[config.mk]
export PLATFORM = sky130hd
export DESIGN_NAME = atec_counter
export DESIGN_NICKNAME = d
export VERILOG_FILES = /design/src/design/atec_pkg.sv /design/src/design/atec_counter.sv /design/src/design/atec_step_gen.sv
export SDC_FILE = /design/constraint.sdc
export NUM_CORES = 1
export LEC_CHECK = 0
export ABC_AREA = 1
export BUFFER_PORTS_ARGS = -buffer_cell sky130_fd_sc_hd__buf_2
export CORE_UTILIZATION = 56
export CTS_CLUSTER_SIZE = 16
export DETAILED_ROUTE_END_ITERATION = 7
export PLACE_DENSITY = 0.88
export SYNTH_ARGS = -nofsm -noshare
export SYNTH_HDL_FRONTEND = slang
export SYNTH_SLANG_ARGS = --single-unit
[constraint.sdc]
create_clock -name CLK_I -period 3.4 [get_ports CLK_I]
set_clock_uncertainty 0.05 [all_clocks]
set_input_delay 0.51 -clock CLK_I [delete_from_list [all_inputs] [get_ports CLK_I]]
set_output_delay 0.51 -clock CLK_I [all_outputs]
set_load 0.005 [all_outputs]
[src/design/atec_pkg.sv]
// Shared constants for the acquisition trigger and event counter.
// Assumes a 100 MHz system clock; no other dependencies.
package atec_pkg;
   localparam int unsigned CLK_PERIOD_NS = 10;
   // Stamp step times in ns
   localparam int unsigned STEP_100NS_NS = 100;
   localparam int unsigned STEP_1US_NS   = 1000;
   localparam int unsigned STEP_10US_NS  = 10000;
   localparam int unsigned STEP_100US_NS = 100000;
   localparam int unsigned STEP_1MS_NS   = 1000000;
   // Cycles per step, derived from the clock period
   localparam int unsigned CYC_100NS = STEP_100NS_NS / CLK_PERIOD_NS;
   localparam int unsigned CYC_1US   = STEP_1US_NS / CLK_PERIOD_NS;
   localparam int unsigned CYC_10US  = STEP_10US_NS / CLK_PERIOD_NS;
   localparam int unsigned CYC_100US = STEP_100US_NS / CLK_PERIOD_NS;
   localparam int unsigned CYC_1MS   = STEP_1MS_NS / CLK_PERIOD_NS;
   localparam int unsigned PRESC_W   = 17;
   // Stamp selection codes
   localparam logic [2:0] STAMP_OFF      = 3'h0;
   localparam logic [2:0] STAMP_TRIGGER  = 3'h1;
   localparam logic [2:0] STAMP_T100NS   = 3'h2;
   localparam logic [2:0] STAMP_T1US     = 3'h3;
   localparam logic [2:0] STAMP_T10US    = 3'h4;
   localparam logic [2:0] STAMP_T100US   = 3'h5;
   localparam logic [2:0] STAMP_T1MS     = 3'h6;
   // Stamp words
   localparam int unsigned WORD_W        = 16;
   localparam int unsigned STAMP_WORDS   = 2;
endpackage : atec_pkg

[src/design/atec_counter.sv]
// Trigger, event and stamp counting for one acquisition period.
// Assumes inputs synchronous to CLK_I and a synchronous active-high reset.
`timescale 1ns/1ns
// Notes on behaviour
// RL1: Trigger counter clears when period starts
// RL2: Count every trigger, accepted or rejected
// RL3: Period ends when count equals terminal value
// RL4: Terminal value zero never ends period
// RL5: Non-event triggers still counted, still stop
// RL6: Event counter counts accepted events
// RL7: Event counter clears at restart
// RL8: Event counter wraps at maximum
// RL9: Trigger stamp is trigger total
// RL10: Time stamp counts steps from zero
// RL11: Stamp counter wraps at maximum
// RL12: Stamp only when selected
// RL13: Out-of-range flag from any channel
// RL14: Input-error flag from any channel
// RL15: Busy system rejects new triggers
// RL16: Stamp is two data words
// RL17: Five time resolutions or off
// RL18: Rising edge gives one trigger pulse
// RL19: Host starts and stops the period
module atec_counter #(
   parameter int unsigned CNT_W     = 32,
   parameter int unsigned CHANNELS  = 32,
   parameter int unsigned CYC_100NS = atec_pkg::CYC_100NS,
   parameter int unsigned CYC_1US   = atec_pkg::CYC_1US,
   parameter int unsigned CYC_10US  = atec_pkg::CYC_10US,
   parameter int unsigned CYC_100US = atec_pkg::CYC_100US,
   parameter int unsigned CYC_1MS   = atec_pkg::CYC_1MS
) (
   input  wire logic                 CLK_I,
   input  wire logic                 SYS_RST_I,
   input  wire logic                 START_I,
   input  wire logic                 STOP_I,
   input  wire logic                 TRIG_I,
   input  wire logic [CNT_W-1:0]     END_COUNT_I,
   input  wire logic [2:0]           STAMP_SEL_I,
   input  wire logic                 BUSY_I,
   input  wire logic                 EVENT_DONE_I,
   input  wire logic [CHANNELS-1:0]  CH_OOR_I,
   input  wire logic [CHANNELS-1:0]  CH_ERR_I,
   output logic                      ACQ_ACTIVE_O,
   output logic                      ACQ_END_O,
   output logic                      TRIG_ACCEPT_O,
   output logic [CNT_W-1:0]          TRIG_COUNT_O,
   output logic [CNT_W-1:0]          EVENT_COUNT_O,
   output logic                      STAMP_VALID_O,
   output logic [atec_pkg::WORD_W-1:0] STAMP_HI_O,
   output logic [atec_pkg::WORD_W-1:0] STAMP_LO_O,
   output logic                      EVT_OOR_O,
   output logic                      EVT_ERR_O
);
   typedef enum logic [1:0] {ATEC_IDLE, ATEC_ARMED, ATEC_EVENT} atec_state_t;

   typedef struct packed {
      atec_state_t                  state;
      logic                         trig_d;
      logic [CNT_W-1:0]             trig_cnt;
      logic [CNT_W-1:0]             evt_cnt;
      logic [CNT_W-1:0]             time_cnt;
      logic                         acq_end;
      logic                         accept;
      logic                         stamp_valid;
      logic [atec_pkg::WORD_W-1:0]  stamp_hi;
      logic [atec_pkg::WORD_W-1:0]  stamp_lo;
      logic                         oor;
      logic                         err;
   } atec_st_t;

   atec_st_t          st_reg, st_next;
   logic              trig_pulse;
   logic              step_tick;
   logic              time_mode;
   logic [CNT_W-1:0]  trig_inc;
   logic [CNT_W-1:0]  stamp_val;

   initial begin
      if (CNT_W != atec_pkg::STAMP_WORDS * atec_pkg::WORD_W || CHANNELS < 1)
         $error("atec_counter: CNT_W must fill two stamp words");
   end

   // Single pulse per rising trigger edge
   assign trig_pulse = TRIG_I & ~st_reg.trig_d; // RL18
   assign time_mode  = (STAMP_SEL_I >= atec_pkg::STAMP_T100NS) &&
                       (STAMP_SEL_I <= atec_pkg::STAMP_T1MS); // RL17
   assign trig_inc   = st_reg.trig_cnt + 1'b1;

   // Stamp source selection
   always_comb begin
      if (STAMP_SEL_I == atec_pkg::STAMP_TRIGGER)
         stamp_val = trig_inc; // RL9
      else
         stamp_val = st_reg.time_cnt; // RL10
   end

   atec_step_gen #(
      .CYC_100NS (CYC_100NS),
      .CYC_1US   (CYC_1US),
      .CYC_10US  (CYC_10US),
      .CYC_100US (CYC_100US),
      .CYC_1MS   (CYC_1MS)
   ) u_step (
      .CLK_I     (CLK_I),
      .SYS_RST_I (SYS_RST_I),
      .clear_i   (START_I),
      .sel_i     (STAMP_SEL_I),
      .tick_o    (step_tick)
   );

   // Period control and counting
   always_comb begin
      st_next             = st_reg;
      st_next.trig_d      = TRIG_I;
      st_next.acq_end     = 1'b0;
      st_next.accept      = 1'b0;
      st_next.stamp_valid = 1'b0;
      if (START_I) begin // RL19
         st_next.state    = ATEC_ARMED;
         st_next.trig_cnt = '0; // RL1
         st_next.evt_cnt  = '0; // RL7
         st_next.time_cnt = '0; // RL10
      end else if (st_reg.state != ATEC_IDLE) begin
         if (STOP_I) begin // RL19
            st_next.state   = ATEC_IDLE;
            st_next.acq_end = 1'b1;
         end else begin
            if (time_mode && step_tick)
               st_next.time_cnt = st_reg.time_cnt + 1'b1; // RL11
            if (EVENT_DONE_I && st_reg.state == ATEC_EVENT) begin
               st_next.state   = ATEC_ARMED;
               st_next.evt_cnt = st_reg.evt_cnt + 1'b1; // RL6 RL8
            end
            if (trig_pulse) begin
               st_next.trig_cnt = trig_inc; // RL2 RL5 RL11
               if (st_reg.state == ATEC_ARMED && !BUSY_I) begin // RL15
                  st_next.state  = ATEC_EVENT;
                  st_next.accept = 1'b1;
                  st_next.oor    = |CH_OOR_I; // RL13
                  st_next.err    = |CH_ERR_I; // RL14
                  if (STAMP_SEL_I != atec_pkg::STAMP_OFF) begin // RL12
                     st_next.stamp_valid = 1'b1;
                     st_next.stamp_hi = stamp_val[CNT_W-1 -: atec_pkg::WORD_W]; // RL16
                     st_next.stamp_lo = stamp_val[atec_pkg::WORD_W-1:0]; // RL16
                  end
               end
               if (END_COUNT_I != '0 && trig_inc == END_COUNT_I) begin // RL3 RL4
                  st_next.state   = ATEC_IDLE;
                  st_next.acq_end = 1'b1;
               end
            end
         end
      end
   end

   // State register
   always_ff @(posedge CLK_I) begin
      if (SYS_RST_I)
         st_reg <= '{state: ATEC_IDLE, default: '0};
      else
         st_reg <= st_next;
   end

   assign ACQ_ACTIVE_O  = (st_reg.state != ATEC_IDLE);
   assign ACQ_END_O     = st_reg.acq_end;
   assign TRIG_ACCEPT_O = st_reg.accept;
   assign TRIG_COUNT_O  = st_reg.trig_cnt;
   assign EVENT_COUNT_O = st_reg.evt_cnt;
   assign STAMP_VALID_O = st_reg.stamp_valid;
   assign STAMP_HI_O    = st_reg.stamp_hi;
   assign STAMP_LO_O    = st_reg.stamp_lo;
   assign EVT_OOR_O     = st_reg.oor;
   assign EVT_ERR_O     = st_reg.err;
endmodule : atec_counter

[src/design/atec_step_gen.sv]
// Time step generator: one-cycle tick at the selected stamp resolution.
// Assumes a single 100 MHz clock and a synchronous active-high reset.
`timescale 1ns/1ns
module atec_step_gen #(
   parameter int unsigned CYC_100NS = atec_pkg::CYC_100NS,
   parameter int unsigned CYC_1US   = atec_pkg::CYC_1US,
   parameter int unsigned CYC_10US  = atec_pkg::CYC_10US,
   parameter int unsigned CYC_100US = atec_pkg::CYC_100US,
   parameter int unsigned CYC_1MS   = atec_pkg::CYC_1MS
) (
   input  wire logic       CLK_I,
   input  wire logic       SYS_RST_I,
   input  wire logic       clear_i,
   input  wire logic [2:0] sel_i,
   output logic            tick_o
);
   typedef struct packed {
      logic [atec_pkg::PRESC_W-1:0] cnt;
      logic                         tick;
   } atec_sg_t;

   atec_sg_t st_reg, st_next;
   logic [atec_pkg::PRESC_W-1:0] limit;

   initial begin
      if (CYC_100NS < 1 || CYC_1MS >= (1 << atec_pkg::PRESC_W))
         $error("atec_step_gen: step counts out of range");
   end

   // Terminal count for the selected resolution
   always_comb begin
      case (sel_i)
         atec_pkg::STAMP_T100NS: limit = atec_pkg::PRESC_W'(CYC_100NS - 1);
         atec_pkg::STAMP_T1US:   limit = atec_pkg::PRESC_W'(CYC_1US - 1);
         atec_pkg::STAMP_T10US:  limit = atec_pkg::PRESC_W'(CYC_10US - 1);
         atec_pkg::STAMP_T100US: limit = atec_pkg::PRESC_W'(CYC_100US - 1);
         atec_pkg::STAMP_T1MS:   limit = atec_pkg::PRESC_W'(CYC_1MS - 1);
         default:                limit = '0;
      endcase
   end

   // Prescaler restarts with the period
   always_comb begin
      st_next      = st_reg;
      st_next.tick = 1'b0;
      if (clear_i) begin
         st_next.cnt = '0; // RL10
      end else if (st_reg.cnt >= limit) begin
         st_next.cnt  = '0;
         st_next.tick = 1'b1; // RL10
      end else begin
         st_next.cnt = st_reg.cnt + 1'b1;
      end
   end

   // State register
   always_ff @(posedge CLK_I) begin
      if (SYS_RST_I)
         st_reg <= '0;
      else
         st_reg <= st_next;
   end

   assign tick_o = st_reg.tick;
endmodule : atec_step_gen

==> Word level (Yosys, flattened, before mapping) <==
Cells that the tools add are included.
{ "word_totals": {"word_cells": 75, "regBits": 154} }
{ "op_classes": {"bitwise": 7, "mux": 15, "reduce_logical": 22, "n_eq_ne": 9, "add_sub_neg": 4, "order_cmp": 3} }
{ "ops": {"columns": ["op", "count"], "rows": [
  ["adder 32 x 1 -> 32 bit (second input constant)", 3],
  ["one-hot mux 17 bit (5 select lines)", 1],
  ["OR reduction 32 bit", 2],
  ["2-to-1 mux 37 bit", 1],
  ["2-to-1 mux 36 bit", 1],
  ["2-to-1 mux 33 bit", 1],
  ["== test 32 bit", 1],
  ["2-to-1 mux 32 bit", 1],
  ["nonzero test 32 bit", 1],
  ["adder 17 x 1 -> 17 bit (second input constant)", 1],
  [">= comparator 17 bit", 1],
  ["2-to-1 mux 2 bit", 5],
  ["== test 3 bit (second input constant)", 3],
  ["AND reduction 3 bit", 3],
  ["== test 3 x 2 -> 1 bit (second input constant)", 2],
  ["inverter 1 bit", 6],
  ["AND reduction 6 bit", 1],
  ["OR reduction 3 bit", 2],
  ["OR reduction 6 bit", 1],
  ["logical AND 1 bit", 5],
  ["2-to-1 mux 1 bit", 5],
  ["AND reduction 5 bit", 1],
  ["OR reduction 5 bit", 1],
  ["nonzero test 2 bit", 2],
  ["other kinds (9)", 9]
]} }

==> Logic depth before layout (Yosys ltp) <==
Gate-level depths: netlist of run 1.
{ "depth": {"word_depth": 9, "mapped_depth": 19} }

==> By module <==
From an unflattened synthesis of run 1, not the netlist that was laid out.
{ "hier_totals": {"hier_cells": 1524, "hier_area_um2": 9917.0} }
{ "by_module_without_submodules": {"columns": ["mod", "cells_each", "n_inst", "area_each_um2"], "rows": [
  ["atec_counter", 1339, 1, 8569.5],
  ["atec_step_gen", 185, 1, 1347.5]
]} }

==> Worst setup path before layout of run 1 <==
No wires, ideal clock.
{ "synth_timing": {"path_type": "input to register", "start": "input STAMP_SEL_I[2]", "end": "register u_step.st_reg[11] in the netlist's numbering", "arrival_time_ns": 2.430, "path_slack_ns": 0.788, "path_stages": 18, "cell_sequence": "inv_2 -> nor3_1 -> inv_1 -> o21ai_0 -> inv_1 -> ha_1 -> nand2_1 -> inv_1 -> nand3_1 -> a21oi_1 -> o21ai_0 -> nand2_1 -> nand3_1 -> nand2_1 -> nand2_1 -> nand2_1 -> clkbuf_1 -> nor3_1"} }
{ "synth_via": {"elab_chain_len": 4} }
{ "synth_rtl": {"columns": ["element", "line_no", "text"], "rows": [
  ["start: declaration", "atec_counter.sv:39", "input wire logic [2:0] STAMP_SEL_I,"],
  ["== test 3 bit / == test 3 x 2 -> 1 bit (equally long branches)", "atec_step_gen.sv:32", "case (sel_i)"],
  ["one-hot mux 17 bit (5 select lines) (*)", "atec_step_gen.sv:32", null],
  [">= comparator 17 bit (*)", "atec_step_gen.sv:48", "end else if (st_reg.cnt >= limit) begin"],
  ["OR reduction 3 bit (no line) (*)", null, null],
  ["end signal: assignment", "atec_step_gen.sv:61", "st_reg <= st_next;"],
  ["end: declaration", "atec_step_gen.sv:22", "atec_sg_t st_reg, st_next;"]
]} }
Mark *: on every way between the ends. The rest lies on a longest branch, timed or not.
A chain may end at the register's enable or synchronous reset.

==> Worst setup path in the final report of run 1 <==
Same ends and word-level chain as after synthesis.

==> impl_metrics.env, run 1 <==
export IMPL_synth_area_um2=9860
export IMPL_cp_arrival_ns=2.97
export IMPL_critPathKind="in -> reg"
export IMPL_clock_sinks=154
export IMPL_grt_ovfl_total=0
export IMPL_required_ns=3.68
export IMPL_gp_congestion=0.979
export IMPL_antenna_found_initial=0
export IMPL_io_buffers=207
export IMPL_synth_cells=1470
export IMPL_seq_area_frac_synth_pct=31.3
export IMPL_first_pass_iters=8
export IMPL_yosysWarnings=0
export IMPL_failed_checks="DRC"
export IMPL_cts_path_max_buffers=2
export IMPL_crit_fanout=18
export IMPL_clock_root_buffer="clkbuf_16"
export IMPL_tns_ns=0
export IMPL_grt_pass1_wl_mm=42.5
export IMPL_total_power_mw=4.09
export IMPL_start_kind="input port"
export IMPL_final_common_cell="nand2_1"
export IMPL_io_pins=208
export IMPL_clkTransAtPathRegs_ns=0.06
export IMPL_start_util_pct=57.2
export IMPL_clkLatencyLatePin_ns=0.43
export IMPL_peakVddDrop_mv=0.406
export IMPL_nets=1696
export IMPL_final_max_slew_viol_count=0
export IMPL_cap_violations=0
export IMPL_largest_register_ffs=35
export IMPL_rows=48
export IMPL_die_width_um=135
export IMPL_yosys_most_used_dff="dfxtp_1"
export IMPL_clock_fmax_mhz=371
export IMPL_cts_resized=0
export IMPL_insertedDiodeCount=0
export IMPL_mostFrequentLayoutCells="nand2_1 (287), buf_2 (207), inv_1 (186), dfxtp_1 (154), nor2_1 (132)"
export IMPL_synth_cell_types=46
export IMPL_cp_end_kind="flop"
export IMPL_drive_above_1_share_pct=19.1
export IMPL_async_flop_share_pct=0
export IMPL_multi_input_area_um2=5210
export IMPL_worstMarginPinSlew_ns=1.10
export IMPL_htree_levels=4
export IMPL_fin_crit_sh_pct=79.3
export IMPL_place_hpwl_mm=20.3
export IMPL_reg2reg_slack_ns=0.82
export IMPL_track_usage_pct=29.6
export IMPL_nFillCells=1552
export IMPL_synth_area_per_cell_um2=6.70
export IMPL_final_hold_viol_count=0
export IMPL_hold_path_class="in -> reg"
export IMPL_die_area_um2=18100
export IMPL_synth_edff_count=0
export IMPL_layout_area_seq_um2=3080
export IMPL_use_met2_pct=50.5
export IMPL_busiest_layer="met2"
export IMPL_ys_ff_latch=154
export IMPL_final_min_clock_period_ns=2.69
export IMPL_cts_tree="built"
export IMPL_synth_nets=1594
export IMPL_wl_per_cell_um=14.9
export IMPL_syn2layout_area_growth_pct=11.4
export IMPL_num_vias=9924
export IMPL_core_area_um2=17200
export IMPL_use_met3_pct=5.26
export IMPL_cts_buffers=17
export IMPL_p_per_area_nw_per_um2=372
export IMPL_antenna_left=0
export IMPL_status="finished, violations left"
export IMPL_slew_headroom_pct=26.5
export IMPL_grt_max_degree=65
export IMPL_cts_hold_buf=0
export IMPL_routed_wl_mm=26.9
export IMPL_post_cts_buffers=0
export IMPL_p_leak_nw=4.94
export IMPL_dr_first_iter_drc_count=763
export IMPL_drcViolationCount=1
export IMPL_setup_viol=0
export IMPL_dieHeight_um=135
export IMPL_grtUsageMet1_pct=37.3
export IMPL_grt_pass1_vias=8863
export IMPL_viasPerCell=5.48
export IMPL_rsz0062_at_grt="no"
## synth_stat cells (2+ instances only)
cell | instances | share of area (%)
a211oi_1 | 5 | 0.38
a21oi_1 | 114 | 5.8
a221oi_1 | 2 | 0.18
a31oi_1 | 6 | 0.38
and2_1 | 2 | 0.13
buf_2 | 3 | 0.15
buf_4 | 96 | 7.3
clkbuf_1 | 32 | 1.2
clkinv_1 | 2 | 0.076
dfxtp_1 | 154 | 31
ha_1 | 18 | 2.3
inv_1 | 186 | 7.1
inv_2 | 4 | 0.15
nand2_1 | 287 | 11
nand2_2 | 9 | 0.57
nand2_4 | 4 | 0.46
nand3_1 | 84 | 4.3
nand3_2 | 5 | 0.51
nand3_4 | 2 | 0.36
nand3b_1 | 12 | 0.91
nand4_1 | 22 | 1.4
nand4_2 | 3 | 0.38
nor2_1 | 134 | 5.1
nor2_2 | 9 | 0.57
nor2_4 | 12 | 1.4
nor2_8 | 3 | 0.61
nor3_1 | 52 | 2.6
nor3_2 | 3 | 0.30
nor3b_1 | 5 | 0.38
nor4_1 | 23 | 1.5
o211ai_1 | 6 | 0.46
o21a_1 | 3 | 0.23
o21ai_0 | 112 | 5.7
o21ai_1 | 3 | 0.15
o21bai_1 | 3 | 0.23
o22ai_1 | 17 | 1.1
xnor2_1 | 6 | 0.53
xnor3_1 | 3 | 0.69
xor2_1 | 17 | 1.5
## worst max-delay path, stage by stage
cell and delay [ns]:
buf_2 0.12, inv_2 0.05, nor3_1 0.37, nor2_1 0.13
ha_1 0.32, a21o_1 0.18, o21bai_1 0.16, a21oi_1 0.08
o21ai_0 0.15, nand2_1 0.07, nand3_1 0.07, nand2_1 0.05
nand2_1 0.06, nand2_1 0.33, nor3_1 0.31
## worst paths after layout
check                                             startpoint                      endpoint  cells after the start
worst max-delay path                          STAMP_SEL_I[2]  u_step.st_reg[11]$_SDFF_PP0_                     15
worst min-delay path                                  TRIG_I        st_reg[133]$_SDFF_PP0_                      3
worst max register to register  TRIG_COUNT_O[0]$_SDFFE_PP0P_      st_reg[135]$_SDFFE_PP0N_                     14
worst min register to register    STAMP_LO_O[3]$_SDFFE_PP0P_    STAMP_LO_O[3]$_SDFFE_PP0P_                      2
## routing by layer
metal / share of wire (%) / vias up / wire [µm]
li1: - / 4961 / -
met1: 42 / 4482 / 11300
met2: 47 / 418 / 12700
met3: 7.9 / 63 / 2120
met4: 2.7 / 0 / 722
met5: 0 / - / 0
## area by class of cell
type | instances | area share, %
Inverter | 192 | 6.56
Multi-Input combinational cell | 993 | 47.4
Sequential cell | 154 | 28.1
Clock inverter | 13 | 1.52
Clock buffer | 19 | 3.94
Timing Repair Buffer | 214 | 9.91
Tap cell | 225 | 2.56
## where the power goes
part | leakage [nW] | internal [mW] | switching [mW]
combinational | 3.41 | 0.115 | 0.174
clock | 0.284 | 1.16 | 0.812
sequential | 1.24 | 1.81 | 0.0109
## per-stage QoR
step / std cells / utilization, % / area (µm²) / hold slack, ns / setup slack, ns
after CTS: 1810 / 63.7 / 11000 / 0.266 / 0.715
after floorplan: 1470 / - / 9860 / 0.394 / 0.788
after detailed placement: 1778 / 60.2 / 10400 / 0.422 / 0.321
after global routing: 1810 / 63.7 / 11000 / 0.287 / 0.387
after global placement: 1778 / 60.2 / 10400 / 0.406 / 0.442
final: 1810 / 63.7 / 11000 / 0.258 / 0.705
## logic make-up (layout without fill, tap and decap cells)
| group | after synthesis | in the layout | share of synthesized area [%] |
|---|---|---|---|
| buffers and inverters | 323 | 438 | 16.0 |
| AOI/OAI and AO/OA | 275 | 275 | 15.0 |
| and+or+nand+nor | 673 | 673 | 32.5 |
| DFF | 154 | 154 | 31.3 |
| adders and majority gates | 18 | 18 | 2.29 |
| xor gates and xnor gates | 27 | 27 | 2.97 |
No activity file was read; power rests on OpenSTA's default activity.
==> inputs of run 2 (changes only) <==
CORE_UTILIZATION = 50   (was 56)
PLACE_DENSITY = 0.83   (was 0.88)
clock period = 2.2 ns   (was 3.4 ns; I/O delays follow)
==> impl_metrics.env, run 2 (synthesized netlist as in run 1, its figures left out) <==
export IMPL_io_buffers=207
export IMPL_crit_slowest_cell="dfxtp_1"
export IMPL_die_area_um2=20300
export IMPL_track_usage_pct=28.6
export IMPL_slew_headroom_pct=56.4
export IMPL_status="finished, violations left"
export IMPL_num_vias=10564
export IMPL_peakVddDrop_mv=0.551
export IMPL_rows=50
export IMPL_place_hpwl_mm=21.8
export IMPL_crit_fanout=3
export IMPL_start_kind="flop"
export IMPL_cts_hold_buf=0
export IMPL_fin_ws_ns=-0.0756
export IMPL_grt_pass1_vias=9727
export IMPL_gp_congestion=0.965
export IMPL_drcViolationCount=0
export IMPL_cp_buffers_inverters=1
export IMPL_first_pass_iters=6
export IMPL_wl_per_cell_um=15.2
export IMPL_drt_met1_wl_mm=11.8
export IMPL_nets=1800
export IMPL_routed_wl_mm=29.7
export IMPL_htree_levels=4
export IMPL_clock_sinks=154
export IMPL_mostFrequentLayoutCells="nand2_1 (276), buf_2 (207), inv_1 (186), dfxtp_1 (138), a21oi_1 (113)"
export IMPL_pre_cts_ws_ns=-0.353
export IMPL_cp_arrival_ns=2.54
export IMPL_final_hold_viol_count=0
export IMPL_cp_top_family="simple AND/OR/NAND/NOR gates"
export IMPL_worstMarginPinSlew_ns=0.653
export IMPL_core_area_um2=19000
export IMPL_cts_buffers=17
export IMPL_insertedDiodeCount=0
export IMPL_clkLatencyLatePin_ns=0.43
export IMPL_max_stage_delay_ns=0.33
export IMPL_critPathKind="reg -> reg"
export IMPL_required_ns=2.46
export IMPL_viasPerCell=5.42
export IMPL_drive_above_1_share_pct=28.1
export IMPL_start_util_pct=51.8
export IMPL_p_leak_nw=5.53
export IMPL_failed_checks="setup timing"
export IMPL_hold_path_class="in -> reg"
export IMPL_io_pins=208
export IMPL_clkTransAtPathRegs_ns=0.07
export IMPL_critPathMostFrequentCell="nand2_1"
export IMPL_p_per_area_nw_per_um2=518
export IMPL_syn2layout_area_growth_pct=22.8
export IMPL_rsz0062_at_grt="yes"
export IMPL_clock_root_buffer="clkbuf_16"
export IMPL_final_cell_area_um2=12100
export IMPL_setup_viol=3
export IMPL_cap_violations=0
export IMPL_antenna_left=0
export IMPL_fin_crit_sh_pct=103
export IMPL_final_min_clock_period_ns=2.28
export IMPL_wl_met3_mm=2.62
export IMPL_cts_tree="built"
export IMPL_place_area_um2=11100
export IMPL_dr_first_iter_drc_count=842
export IMPL_grt_ovfl_total=0
export IMPL_antenna_found_initial=1
export IMPL_wl_met2_mm=14.3
export IMPL_grt_pass1_wl_mm=45.8
export IMPL_final_max_slew_viol_count=0
export IMPL_cp_cell_sequence="buf_4, nand2_1, nor2_4, nand2_2, nor2_4, nand2_1, nand2_1, nand2_1, nand2_1, nand2_1, nor2_1, nand2_1, nor2_2, nand3_4, nand2_2, a21oi_2"
export IMPL_cp_end_kind="flop"
export IMPL_routed_top_layer="met5"
export IMPL_grt_max_degree=64
export IMPL_dieHeight_um=142
export IMPL_die_width_um=142
export IMPL_clock_fmax_mhz=439
export IMPL_final_common_cell="nand2_1"
export IMPL_largest_register_ffs=35
export IMPL_cts_path_max_buffers=2
==> run 2: cell count changes in the layout (fill, tap and decap cells not counted), sizes merged <==
| cell | delta |
|---|---|
| buf | +103 |
| bufinv | -1 |
| clkbuf | +3 |
| clkinv | -1 |
| clkinvlp | +1 |
| inv | -2 |
| nand2 | +1 |
==> run 2: tightest hold or removal path: stages <==
cell    delay [ns]
buf_2         0.11
inv_1         0.08
nor2_1        0.05
==> run 2: metrics by stage <==
| stage | setup TNS, ns | power [mW] | hold WS [ns] | std cells | utilization (%) |
|---|---|---|---|---|---|
| 6_report | -0.182 | 6.27 | 0.135 | 1949 | 63.6 |
| 5_1_grt | -0.553 | 6.45 | 0.137 | 1949 | 63.6 |
| 4_1_cts | 0 | 6.26 | 0.108 | 1938 | 62.0 |
| 3_5_place_dp | -5.75 | 3.36 | 0.402 | 1899 | 58.3 |
| 3_3_place_gp | -4.03 | 3.35 | 0.402 | 1899 | 58.3 |
| 2_1_floorplan | 0 | 3.13 | 0.394 | 1470 | - |
==> run 2: final timing paths <==
path	to	cells after the start	slack, ns	from
worst max-delay path	st_reg[134]$_SDFFE_PP0P_	16	-0.08	TRIG_COUNT_O[10]$_SDFFE_PP0P_
worst min-delay path	st_reg[133]$_SDFF_PP0_	3	0.14	TRIG_I
worst max register to register	st_reg[134]$_SDFFE_PP0P_	16	-0.08	TRIG_COUNT_O[10]$_SDFFE_PP0P_
worst min register to register	STAMP_LO_O[3]$_SDFFE_PP0P_	2	0.41	STAMP_LO_O[3]$_SDFFE_PP0P_
==> run 2: report_power, final <==
group | internal (mW) | switching, mW
registers | 2.80 | 0.0129
clock network | 1.73 | 1.21
logic | 0.215 | 0.297
==> run 2: area by class of cell <==
class,count,area (µm²)
well taps,260,325
repair buffers,317,1880
clock buffers,22,464
fillers,1643,6920
flip-flops and latches,154,3110
clock inverters,10,118
multi-input cells,994,5490
inverters,192,721
==> run 2: what timing repair did <==
action	in CTS	in global routing
setup buffers	7	10
endpoints found under the setup margin	3	23
pin swaps	18	23
endpoints found under the hold margin	0	0
gates cloned	0	1
gates resized for setup	22	63
==> run 2: metal layers <==
layer / track usage [%] / up-vias
met5: 0 / -
met4: 11.1 / 2
met3: 6.59 / 93
met2: 49.6 / 478
met1: 34.1 / 4828
li1: - / 5163
